===== src/rtl/wtc_pkg.sv =====
package wtc_pkg;

  // Register map, byte index on the plain register port
  localparam int ADDR_W = 3;
  localparam logic [2:0] OFS_WDCTL = 3'h0;
  localparam logic [2:0] OFS_T0CTL = 3'h1;
  localparam logic [2:0] OFS_IRQ_ST = 3'h2;
  localparam logic [2:0] OFS_IRQ_MASK = 3'h3;
  localparam logic [2:0] OFS_CAUSE = 3'h4;

  // Watchdog control fields
  localparam int WD_CE_BIT = 4;
  localparam int WD_EN_BIT = 3;
  localparam int WD_PS_LSB = 0;

  // Interval timer control fields
  localparam int T0_PBS_LSB = 5;
  localparam int T0_PR_BIT = 4;
  localparam int T0_IE_BIT = 3;
  localparam int T0_PAS_LSB = 0;

  // Reset-cause and interrupt status fields
  localparam int CAUSE_WATCHDOG_RESET_FLAG_BIT = 0;
  localparam int IRQ_INTERVAL_BIT = 0;
  localparam int IRQ_WDT_BIT = 1;
  localparam int IRQ_SENSE_BIT = 2;
  localparam int IRQ_W = 3;

  // Reset values
  localparam logic [7:0] WDCTL_RST = 8'h00;
  localparam logic [7:0] T0CTL_RST = 8'h00;
  localparam logic [2:0] IRQ_MASK_RST = 3'h0;

  // Timing counts; the holds in clk cycles, WD_LAST in watchdog ticks
  localparam int CE_HOLD = 4;
  localparam int PR_HOLD = 4;
  localparam logic [2:0] WD_LAST = 3'h7;

  // Slow-oscillator divider stages; tap k pulses every 2**k slow cycles
  localparam int PRE_W = 20;

  // Tap exponents, code 7 in the top slice
  localparam logic [39:0] WD_EXP = {5'h13, 5'h12, 5'h10, 5'h0f, 5'h0d, 5'h0c, 5'h0b, 5'h0a};
  localparam logic [39:0] INT_EXP = {5'h14, 5'h12, 5'h0f, 5'h0c, 5'h0a, 5'h07, 5'h05, 5'h03};
  localparam logic [39:0] SEN_EXP = {5'h00, 5'h05, 5'h13, 5'h12, 5'h11, 5'h10, 5'h0f, 5'h00};
  localparam logic [7:0] SEN_RUN = 8'h7e;

endpackage


===== src/rtl/wtc_pre_if.sv =====
`timescale 1ns/100ps
interface wtc_pre_if #(
  parameter int W = 20
);
  logic scl_tick;
  logic restart;
  logic [W:0] taps;

  modport div (
    input scl_tick,
    input restart,
    output taps
  );

  modport ctl (
    output scl_tick,
    output restart,
    input taps
  );
endinterface


===== src/rtl/wtc_top.sv =====
`timescale 1ns/100ps
//
// Functional notes
// RULE1 - Clearing enable only takes effect while change-enable is already set.
// RULE2 - Change-enable bit clears itself four clock cycles after being written one.
// RULE3 - Timeout select changes need change-enable set beforehand.
// RULE4 - Enable bit three written one turns the watchdog on; zero turns off.
// RULE5 - Disable: write change-enable and enable together, then enable zero within four.
// RULE6 - Safety level two refuses every disable, even a timed one.
// RULE7 - Watchdog reset flag forces enable on; clear flag before enable.
// RULE8 - Watchdog control bits seven to five read as zero.
// RULE9 - Software should clear reset flag and enable during initialisation.
// RULE10 - Software should restart the watchdog before changing timeout select.
// RULE11 - Timeout select codes give ticks every 1K to 512K slow cycles.
// RULE12 - Timeout equals eight watchdog ticks.
// RULE13 - Sense select picks sense tick and motion mode; 110 gives 32.
// RULE14 - Timeout select write without change-enable is ignored.
// RULE15 - Three-bit tick counter resets system on overflow; restart clears it.
// RULE16 - Prescaler restart works only while disabled; bit self-clears after four cycles.
// RULE17 - Interval select codes give ticks every 8 to 1024K slow cycles.
// RULE18 - Safety fuse selects level; level two starts enabled, never disables.
module wtc_top #(
  parameter int PRE_W = wtc_pkg::PRE_W
) (
  // Clock and reset
  input wire logic clk,
  input wire logic rst_n,
  // Register port
  input wire logic [wtc_pkg::ADDR_W-1:0] reg_addr,
  input wire logic [7:0] reg_wdata,
  input wire logic reg_wr,
  input wire logic reg_rd,
  output logic [7:0] reg_rdata,
  // Slow oscillator and core
  input wire logic scl_tick,
  input wire logic watchdog_restart_instr,
  input wire logic safety_fuse,
  // Outputs to the system
  output logic wdt_reset_req,
  output logic wdt_active,
  output logic interval_tick,
  output logic sense_tick,
  output logic motion_sense_on,
  output logic irq
);

  //////////////////////////////////////////////////////////////////////////////

  if (PRE_W < wtc_pkg::PRE_W) begin : g_bad_pre
    $error("wtc_top: PRE_W too small for the longest tap");
  end

  wtc_pre_if #(.W(PRE_W)) pre ();

  wtc_prescaler #(.W(PRE_W)) u_pre (
    .clk(clk),
    .rst_n(rst_n),
    .pre(pre)
  );

  //////////////////////////////////////////////////////////////////////////////
  // Decode

  logic wr_wd;
  logic wr_t0;
  logic wr_st;
  logic wr_mask;
  logic wr_cause;

  assign wr_wd = reg_wr && (reg_addr == wtc_pkg::OFS_WDCTL);
  assign wr_t0 = reg_wr && (reg_addr == wtc_pkg::OFS_T0CTL);
  assign wr_st = reg_wr && (reg_addr == wtc_pkg::OFS_IRQ_ST);
  assign wr_mask = reg_wr && (reg_addr == wtc_pkg::OFS_IRQ_MASK);
  assign wr_cause = reg_wr && (reg_addr == wtc_pkg::OFS_CAUSE);

  //////////////////////////////////////////////////////////////////////////////
  // Safety level, caught once after reset release

  logic init_r;
  logic lvl2_r;

  always_ff @(posedge clk or negedge rst_n) begin
    if (!rst_n) begin
      init_r <= 1'b0;
      lvl2_r <= 1'b0;
    end else if (!init_r) begin
      init_r <= 1'b1;
      lvl2_r <= safety_fuse; // RULE18
    end
  end

  //////////////////////////////////////////////////////////////////////////////
  // Change-enable window

  logic ce_r;
  logic [2:0] ce_cnt_r;

  always_ff @(posedge clk or negedge rst_n) begin
    if (!rst_n) begin
      ce_r <= 1'b0;
      ce_cnt_r <= 3'h0;
    end else if (wr_wd && reg_wdata[wtc_pkg::WD_CE_BIT]) begin
      ce_r <= 1'b1;
      ce_cnt_r <= 3'(wtc_pkg::CE_HOLD - 1); // RULE2
    end else if (ce_r) begin
      if (ce_cnt_r == 3'h0) begin
        ce_r <= 1'b0; // RULE2
      end else begin
        ce_cnt_r <= ce_cnt_r - 3'h1;
      end
    end
  end

  //////////////////////////////////////////////////////////////////////////////
  // Enable bit

  logic wde_r;
  logic watchdog_reset_flag_r;
  logic wdt_on;

  // Level two and the reset flag hold the watchdog on regardless of the stored bit
  assign wdt_on = wde_r | watchdog_reset_flag_r | lvl2_r; // RULE7 RULE6

  always_ff @(posedge clk or negedge rst_n) begin
    if (!rst_n) begin
      wde_r <= wtc_pkg::WDCTL_RST[wtc_pkg::WD_EN_BIT];
    end else if (!init_r && safety_fuse) begin
      wde_r <= 1'b1; // RULE18
    end else if (watchdog_reset_flag_r) begin
      wde_r <= 1'b1; // RULE7
    end else if (wr_wd) begin
      if (reg_wdata[wtc_pkg::WD_EN_BIT]) begin
        wde_r <= 1'b1; // RULE4
      end else if (ce_r && !lvl2_r) begin
        wde_r <= 1'b0; // RULE1 RULE5 RULE6
      end
    end
  end

  //////////////////////////////////////////////////////////////////////////////
  // Timeout select

  logic [2:0] wd_ps_r;

  // A rejected write keeps the old period, so a stray store cannot shorten it
  always_ff @(posedge clk or negedge rst_n) begin
    if (!rst_n) begin
      wd_ps_r <= wtc_pkg::WDCTL_RST[wtc_pkg::WD_PS_LSB +: 3];
    end else if (wr_wd && ce_r) begin
      wd_ps_r <= reg_wdata[wtc_pkg::WD_PS_LSB +: 3]; // RULE3 RULE14
    end
  end

  //////////////////////////////////////////////////////////////////////////////
  // Interval timer control

  logic [2:0] pbs_r;
  logic [2:0] pas_r;
  logic ie_r;

  always_ff @(posedge clk or negedge rst_n) begin
    if (!rst_n) begin
      pbs_r <= wtc_pkg::T0CTL_RST[wtc_pkg::T0_PBS_LSB +: 3];
      pas_r <= wtc_pkg::T0CTL_RST[wtc_pkg::T0_PAS_LSB +: 3];
      ie_r <= wtc_pkg::T0CTL_RST[wtc_pkg::T0_IE_BIT];
    end else if (wr_t0) begin
      pbs_r <= reg_wdata[wtc_pkg::T0_PBS_LSB +: 3];
      pas_r <= reg_wdata[wtc_pkg::T0_PAS_LSB +: 3];
      ie_r <= reg_wdata[wtc_pkg::T0_IE_BIT];
    end
  end

  // Prescaler restart; refused while the watchdog runs so it cannot be starved
  logic pr_start;
  logic pr_r;
  logic [2:0] pr_cnt_r;

  assign pr_start = wr_t0 && reg_wdata[wtc_pkg::T0_PR_BIT] && !wdt_on; // RULE16

  always_ff @(posedge clk or negedge rst_n) begin
    if (!rst_n) begin
      pr_r <= wtc_pkg::T0CTL_RST[wtc_pkg::T0_PR_BIT];
      pr_cnt_r <= 3'h0;
    end else if (pr_start) begin
      pr_r <= 1'b1;
      pr_cnt_r <= 3'(wtc_pkg::PR_HOLD - 1);
    end else if (pr_r) begin
      if (pr_cnt_r == 3'h0) begin
        pr_r <= 1'b0; // RULE16
      end else begin
        pr_cnt_r <= pr_cnt_r - 3'h1;
      end
    end
  end

  assign pre.scl_tick = scl_tick;
  assign pre.restart = pr_start;

  //////////////////////////////////////////////////////////////////////////////
  // Tap selection

  logic [4:0] wd_exp;
  logic [4:0] int_exp;
  logic [4:0] sen_exp;
  logic wd_tick;

  assign wd_exp = wtc_pkg::WD_EXP[wd_ps_r*5 +: 5]; // RULE11
  assign int_exp = wtc_pkg::INT_EXP[pas_r*5 +: 5]; // RULE17
  assign sen_exp = wtc_pkg::SEN_EXP[pbs_r*5 +: 5]; // RULE13
  assign wd_tick = wdt_on && pre.taps[wd_exp]; // RULE11

  //////////////////////////////////////////////////////////////////////////////
  // Watchdog tick counter

  logic [2:0] wd_cnt_r;
  logic ovf_r;

  always_ff @(posedge clk or negedge rst_n) begin
    if (!rst_n) begin
      wd_cnt_r <= 3'h0;
      ovf_r <= 1'b0;
    end else if (!wdt_on || watchdog_restart_instr) begin
      wd_cnt_r <= 3'h0; // RULE15
      ovf_r <= 1'b0;
    end else if (wd_tick) begin
      if (wd_cnt_r == wtc_pkg::WD_LAST) begin
        wd_cnt_r <= 3'h0;
        ovf_r <= 1'b1; // RULE12 RULE15
      end else begin
        wd_cnt_r <= wd_cnt_r + 3'h1;
        ovf_r <= 1'b0;
      end
    end else begin
      ovf_r <= 1'b0;
    end
  end

  // Reset flag survives the system reset it causes; only rst_n or a write of zero to the reset-cause bit clears it
  always_ff @(posedge clk or negedge rst_n) begin
    if (!rst_n) begin
      watchdog_reset_flag_r <= 1'b0;
    end else if (ovf_r) begin
      watchdog_reset_flag_r <= 1'b1;
    end else if (wr_cause && !reg_wdata[wtc_pkg::CAUSE_WATCHDOG_RESET_FLAG_BIT]) begin
      watchdog_reset_flag_r <= 1'b0;
    end
  end

  //////////////////////////////////////////////////////////////////////////////
  // Tick outputs

  logic int_tick_r;
  logic sen_tick_r;

  always_ff @(posedge clk or negedge rst_n) begin
    if (!rst_n) begin
      int_tick_r <= 1'b0;
      sen_tick_r <= 1'b0;
    end else begin
      int_tick_r <= pre.taps[int_exp];
      sen_tick_r <= wtc_pkg::SEN_RUN[pbs_r] && pre.taps[sen_exp]; // RULE13
    end
  end

  //////////////////////////////////////////////////////////////////////////////
  // Interrupts

  logic [wtc_pkg::IRQ_W-1:0] st_r;
  logic [wtc_pkg::IRQ_W-1:0] mask_r;
  logic [wtc_pkg::IRQ_W-1:0] ev;
  logic [wtc_pkg::IRQ_W-1:0] clr;
  logic [wtc_pkg::IRQ_W-1:0] gate;

  always_comb begin
    ev = '0;
    ev[wtc_pkg::IRQ_INTERVAL_BIT] = int_tick_r;
    ev[wtc_pkg::IRQ_WDT_BIT] = ovf_r;
    ev[wtc_pkg::IRQ_SENSE_BIT] = sen_tick_r;
    gate = mask_r;
    gate[wtc_pkg::IRQ_INTERVAL_BIT] = mask_r[wtc_pkg::IRQ_INTERVAL_BIT] & ie_r;
  end

  assign clr = wr_st ? reg_wdata[wtc_pkg::IRQ_W-1:0] : '0;

  // A new event in the clearing cycle stays pending
  always_ff @(posedge clk or negedge rst_n) begin
    if (!rst_n) begin
      st_r <= '0;
    end else begin
      st_r <= (st_r & ~clr) | ev;
    end
  end

  always_ff @(posedge clk or negedge rst_n) begin
    if (!rst_n) begin
      mask_r <= wtc_pkg::IRQ_MASK_RST;
    end else if (wr_mask) begin
      mask_r <= reg_wdata[wtc_pkg::IRQ_W-1:0];
    end
  end

  //////////////////////////////////////////////////////////////////////////////
  // Read back

  logic [7:0] rdata_r;

  always_ff @(posedge clk or negedge rst_n) begin
    if (!rst_n) begin
      rdata_r <= 8'h00;
    end else if (reg_rd) begin
      case (reg_addr)
        wtc_pkg::OFS_WDCTL: begin
          rdata_r <= {3'h0, ce_r, wdt_on, wd_ps_r}; // RULE8
        end
        wtc_pkg::OFS_T0CTL: begin
          rdata_r <= {pbs_r, pr_r, ie_r, pas_r};
        end
        wtc_pkg::OFS_IRQ_ST: begin
          rdata_r <= {5'h00, st_r};
        end
        wtc_pkg::OFS_IRQ_MASK: begin
          rdata_r <= {5'h00, mask_r};
        end
        wtc_pkg::OFS_CAUSE: begin
          rdata_r <= {7'h00, watchdog_reset_flag_r};
        end
        default: begin
          rdata_r <= 8'h00;
        end
      endcase
    end else begin
      rdata_r <= 8'h00;
    end
  end

  //////////////////////////////////////////////////////////////////////////////
  // Outputs

  assign reg_rdata = rdata_r;
  assign wdt_reset_req = ovf_r;
  assign wdt_active = wdt_on;
  assign interval_tick = int_tick_r;
  assign sense_tick = sen_tick_r;
  assign motion_sense_on = wtc_pkg::SEN_RUN[pbs_r];
  assign irq = |(st_r & gate);

endmodule


===== src/rtl/wtc_prescaler.sv =====
`timescale 1ns/100ps
module wtc_prescaler #(
  parameter int W = wtc_pkg::PRE_W
) (
  // Clock and reset
  input wire logic clk,
  input wire logic rst_n,
  // Divider link
  wtc_pre_if.div pre
);

  logic [W-1:0] cnt_r;
  logic [W:0] taps_r;

  if (W < 1) begin : g_bad_w
    $error("wtc_prescaler: W must be at least 1");
  end

  // Free-running from power-on; restart drops the phase to zero
  always_ff @(posedge clk or negedge rst_n) begin
    if (!rst_n) begin
      cnt_r <= '0;
    end else if (pre.restart) begin
      cnt_r <= '0;
    end else if (pre.scl_tick) begin
      cnt_r <= cnt_r + 1'b1;
    end
  end

  always_ff @(posedge clk or negedge rst_n) begin
    if (!rst_n) begin
      taps_r[0] <= 1'b0;
    end else begin
      taps_r[0] <= pre.scl_tick & ~pre.restart;
    end
  end

  // Tap k fires on the slow tick that completes 2**k cycles
  for (genvar k = 1; k <= W; k++) begin : g_tap
    always_ff @(posedge clk or negedge rst_n) begin
      if (!rst_n) begin
        taps_r[k] <= 1'b0;
      end else begin
        taps_r[k] <= pre.scl_tick & ~pre.restart & (&cnt_r[k-1:0]);
      end
    end
  end

  assign pre.taps = taps_r;

endmodule


===== config.mk =====
export PLATFORM = sky130hd
export DESIGN_NAME = wtc_top
export DESIGN_NICKNAME = d
export VERILOG_FILES = /design/src/rtl/wtc_pkg.sv /design/src/rtl/wtc_pre_if.sv /design/src/rtl/wtc_top.sv /design/src/rtl/wtc_prescaler.sv
export SDC_FILE = /design/constraint.sdc
export NUM_CORES = 1
export LEC_CHECK = 0
export BUFFER_PORTS_ARGS = -buffer_cell sky130_fd_sc_hd__buf_4
export CORE_UTILIZATION = 60
export DETAILED_ROUTE_END_ITERATION = 10
export PLACE_DENSITY = 0.83
export SLEW_MARGIN = 20
export SYNTH_ARGS = -nofsm -noshare
export SYNTH_HDL_FRONTEND = slang
export SYNTH_SLANG_ARGS = --single-unit

===== constraint.sdc =====
create_clock -name clk -period 3.7 [get_ports clk]
set_input_delay 0.185 -clock clk [delete_from_list [all_inputs] [get_ports clk]]
set_output_delay 0.185 -clock clk [all_outputs]
set_load 0.1 [all_outputs]

==> impl_metrics.toml <==
[outcome]
status = "finished with violations"
violations = "design-rule violations"

[place]
placement.io_buffers = 31
dp_hpwl_um = 5590
dpl_worst_slack_ps = 1470
place_congestion = 0.942

[cts]
cts.clk_slew.worst_paths_ps = 80
cts_buffers = 9
cts_root_buf = "clkbuf_8"
post_cts_resize_count = 0
cts_tree = "done"
worst_case_clock_buffer_depth = 2
clk_latency_ps = 360
cts-htree-levels = 3
cts_hold_buf = 0
post_cts_setup_driven_buffer_insertion_count = 0
cts_sinks = 83

[layout]
fillCellCount = 452
multi_input_area_um2 = 1870
final_layout_size_suffix_gt1_share_pct = 15.9
fin_nets = 449
syn2layout_area_growth_pct = 12.0
register_area_um2 = 2080
layout_common_cells = "dfrtp_1 (83), nor2_1 (40), nand2_1 (34)"
antenna-diode-count = 0
most_common_library_cell_in_the_layout_ignoring_fill_and_taps = "dfrtp_1"

[synth]
main_synth_ff_type = "dfrtp_1"
post_synth_inst_count = 381
syn_avg_cell_area_um2 = 10.8
synth-warning-count = 0
ys_types = 47
ys_seq_elements = 83
number_of_enable_flip_flop_cells_after_synthesis = 0
synth_area_leaders = "dfrtp_1 (51%), ha_1 (6.1%), mux2i_1 (6.1%)"
synthesis.area_um2 = 4110
synth-seq-area-share_pct = 50.6
syn-num-nets = 419
synthDominantCellAreaShare_pct = 50.6
synth_largest_area_cell = "dfrtp_1"
synth_async_sr_flop_share_pct = 100

[floorplan]
std_cell_rows = 29
core_area_um2 = 6490
top_level_ports = 32
overall_die_width_um = 84.7
die_h_um = 84.7
initial_cell_density_of_the_core_pct = 63.2
design.die.area_um2 = 7180

[route]
post_drt_wl_per_cell_um = 16.0
drt_first_pass_iters = 10
route.vias.total = 2838
drt_first_iter_violations = 189
avgViaCountPerCell = 5.78
detail_route.wirelength_um = 7880
postRouteAntennaNets = 0
post-route-drc-count = 7

[sta]
timing.final.setup_violations = 0
setup_slack_ps = 1460
unrepaired_setup_endpoints_after_global_routing = "false"
finalClockSkew_ps = 13.0
slew-limit-headroom_pct = 48.8
total_count_of_max_transition_violations_in_the_final_report = 0
worst_slew_pin_slew_ps = 762
totalNegativeSetupSlack_ps = 0
hold_viol_final = 0
finalWorstPathRequiredPeriod_ps = 2240
layout_worst_path_cycle_share_pct = 60.6
achievable-frequency_mhz = 446

[global_route]
global_route.usage.met3_pct = 5.90
largest_net_degree_at_the_start_of_global_routing = 84
use_met2_pct = 39.5
gr-total-overflow = 0
number_of_global_route_vias_before_repair = 2818
grt_pass1_wl_um = 13600
grt.total_usage_pct = 24.8
number_of_antenna_violations_at_the_first_check_in_global_routing = 0
groute.layer.met1.usage_pct = 33.4
global_route.peak_usage_layer = "met2"

[power_and_ir_drop]
internal-power_mw = 1.79
ir_drop_v = 0.000406
seq_power_share_pct = 44.4
power_per_cell_area_nw_per_um2 = 596
power.switching_uw = 956
sw_frac_of_total_pct = 34.8
clock_power_share_pct = 24.5
gate_power_share_pct = 31.1
p_leak_nw = 2.24

[setup_path]
cp_max_fo = 24
count_of_cells_along_the_worst_register_to_register_path = 6
timing.critical_path.arrival_ps = 2500
worst-endpoint-required_ps = 3950
class_of_the_most_critical_setup_path = "reg2reg"
crit_path_start_kind = "flip-flop"
crit_path_end_kind = "flip-flop"

[min_path]
worstHoldPathCells = 2
min_path_type = "in2reg"

[run]
max_cap_viol_count = 0
==> flip-flops by register name, indices dropped and copies added, names as in the netlist, 3 cells and up <==
| register | flops |
|---|---|
| u_pre.cnt_r | 20 |
| mask_r | 3 |
| reg_rdata | 8 |
| pr_cnt_r | 3 |
| pas_r | 3 |
| wd_ps_r | 3 |
| pbs_r | 3 |
| u_pre.pre.taps | 21 |
| st_r | 3 |
| ce_cnt_r | 3 |
| wd_cnt_r | 3 |
==> cell type report <==
type | count | share of cell area (%)
Sequential cell | 83 | 45.1
Clock buffer | 11 | 2.85
Tap cell | 77 | 2.09
Multi-Input combinational cell | 256 | 40.6
Timing Repair Buffer | 34 | 5.68
Clock inverter | 3 | 1.41
Inverter | 27 | 2.20
==> critical path, cell delays in order, from the launching register on <==
cell and delay [ps]:
dfrtp_1 420, nor3_1 640, and3_1 270, buf_4 270
or3b_1 300, nor4_4 70, and2_1 160
==> per-stage QoR <==
step	std cells	util, %	hold slack [ps]	power, mW	area, µm²
2_1_floorplan	381	-	-111	1.87	4110
3_3_place_gp	476	67.6	385	2.03	4390
3_5_place_dp	476	67.6	387	2.08	4390
4_1_cts	490	70.6	4.53	2.75	4590
5_1_grt	491	70.9	14.9	2.90	4600
6_report	491	70.9	18.3	2.75	4600
==> power by group through the flow <==
stage | Clock, mW | Combinational, mW | Sequential (mW)
after CTS | 0.683 | 0.853 | 1.21
final | 0.672 | 0.854 | 1.22
after detailed placement | 0 | 0.851 | 1.23
after floorplan | 0 | 0.605 | 1.26
after global placement | 0 | 0.810 | 1.22
after global routing | 0.723 | 0.938 | 1.24
==> worst paths after layout <==
path,from,to,slack (ps)
worst min register to register,sense_tick,st_r[2],460
worst min-delay path,reg_wdata[4],ce_cnt_r[2],20
worst max register to register,watchdog_reset_flag_r,u_pre.pre.taps[20],1460
worst max-delay path,watchdog_reset_flag_r,u_pre.pre.taps[20],1460
min in group asynchronous,rst_n,ie_r,420
max in group asynchronous,rst_n,u_pre.cnt_r[14],2770
==> kinds of logic (layout without fill, tap and decap cells) <==
| group | count (synthesis) | count (layout) | share of synthesized area (%) |
|---|---|---|---|
| and+or+nand+nor | 138 | 138 | 16.8 |
| adders and majority gates | 20 | 20 | 6.09 |
| muxes | 43 | 43 | 12.9 |
| DFF | 83 | 83 | 50.6 |
| AOI/OAI and AO/OA | 38 | 38 | 6.12 |
| buffers and inverters | 42 | 75 | 3.93 |
| other | 1 | 1 | 0.0913 |
| xor gates and xnor gates | 16 | 16 | 3.41 |
==> layer usage <==
metal | share of wire [%] | routed length [µm] | vias up
li1 | - | - | 1363
met2 | 48 | 3800 | 78
met4 | 2.0 | 157 | 0
met5 | 0 | 0 | -
met3 | 4.6 | 364 | 17
met1 | 45 | 3560 | 1380
==> cell usage after synthesis (all sizes together) (3+ instances only) <==
cell     n
clkbuf  10
nor2    40
nor3    14
mux2    11
nand3    9
o31ai    3
xnor2   13
inv     27
nand4    3
or3      4
ha      20
dfrtp   83
a21o     4
a21oi    7
xor2     3
buf      5
mux4     7
and3    10
nor3b    3
nor2b    3
o21ai   11
nand2   34
mux2i   25
and2     5
Note: power is estimated with default switching activity, not from simulation.
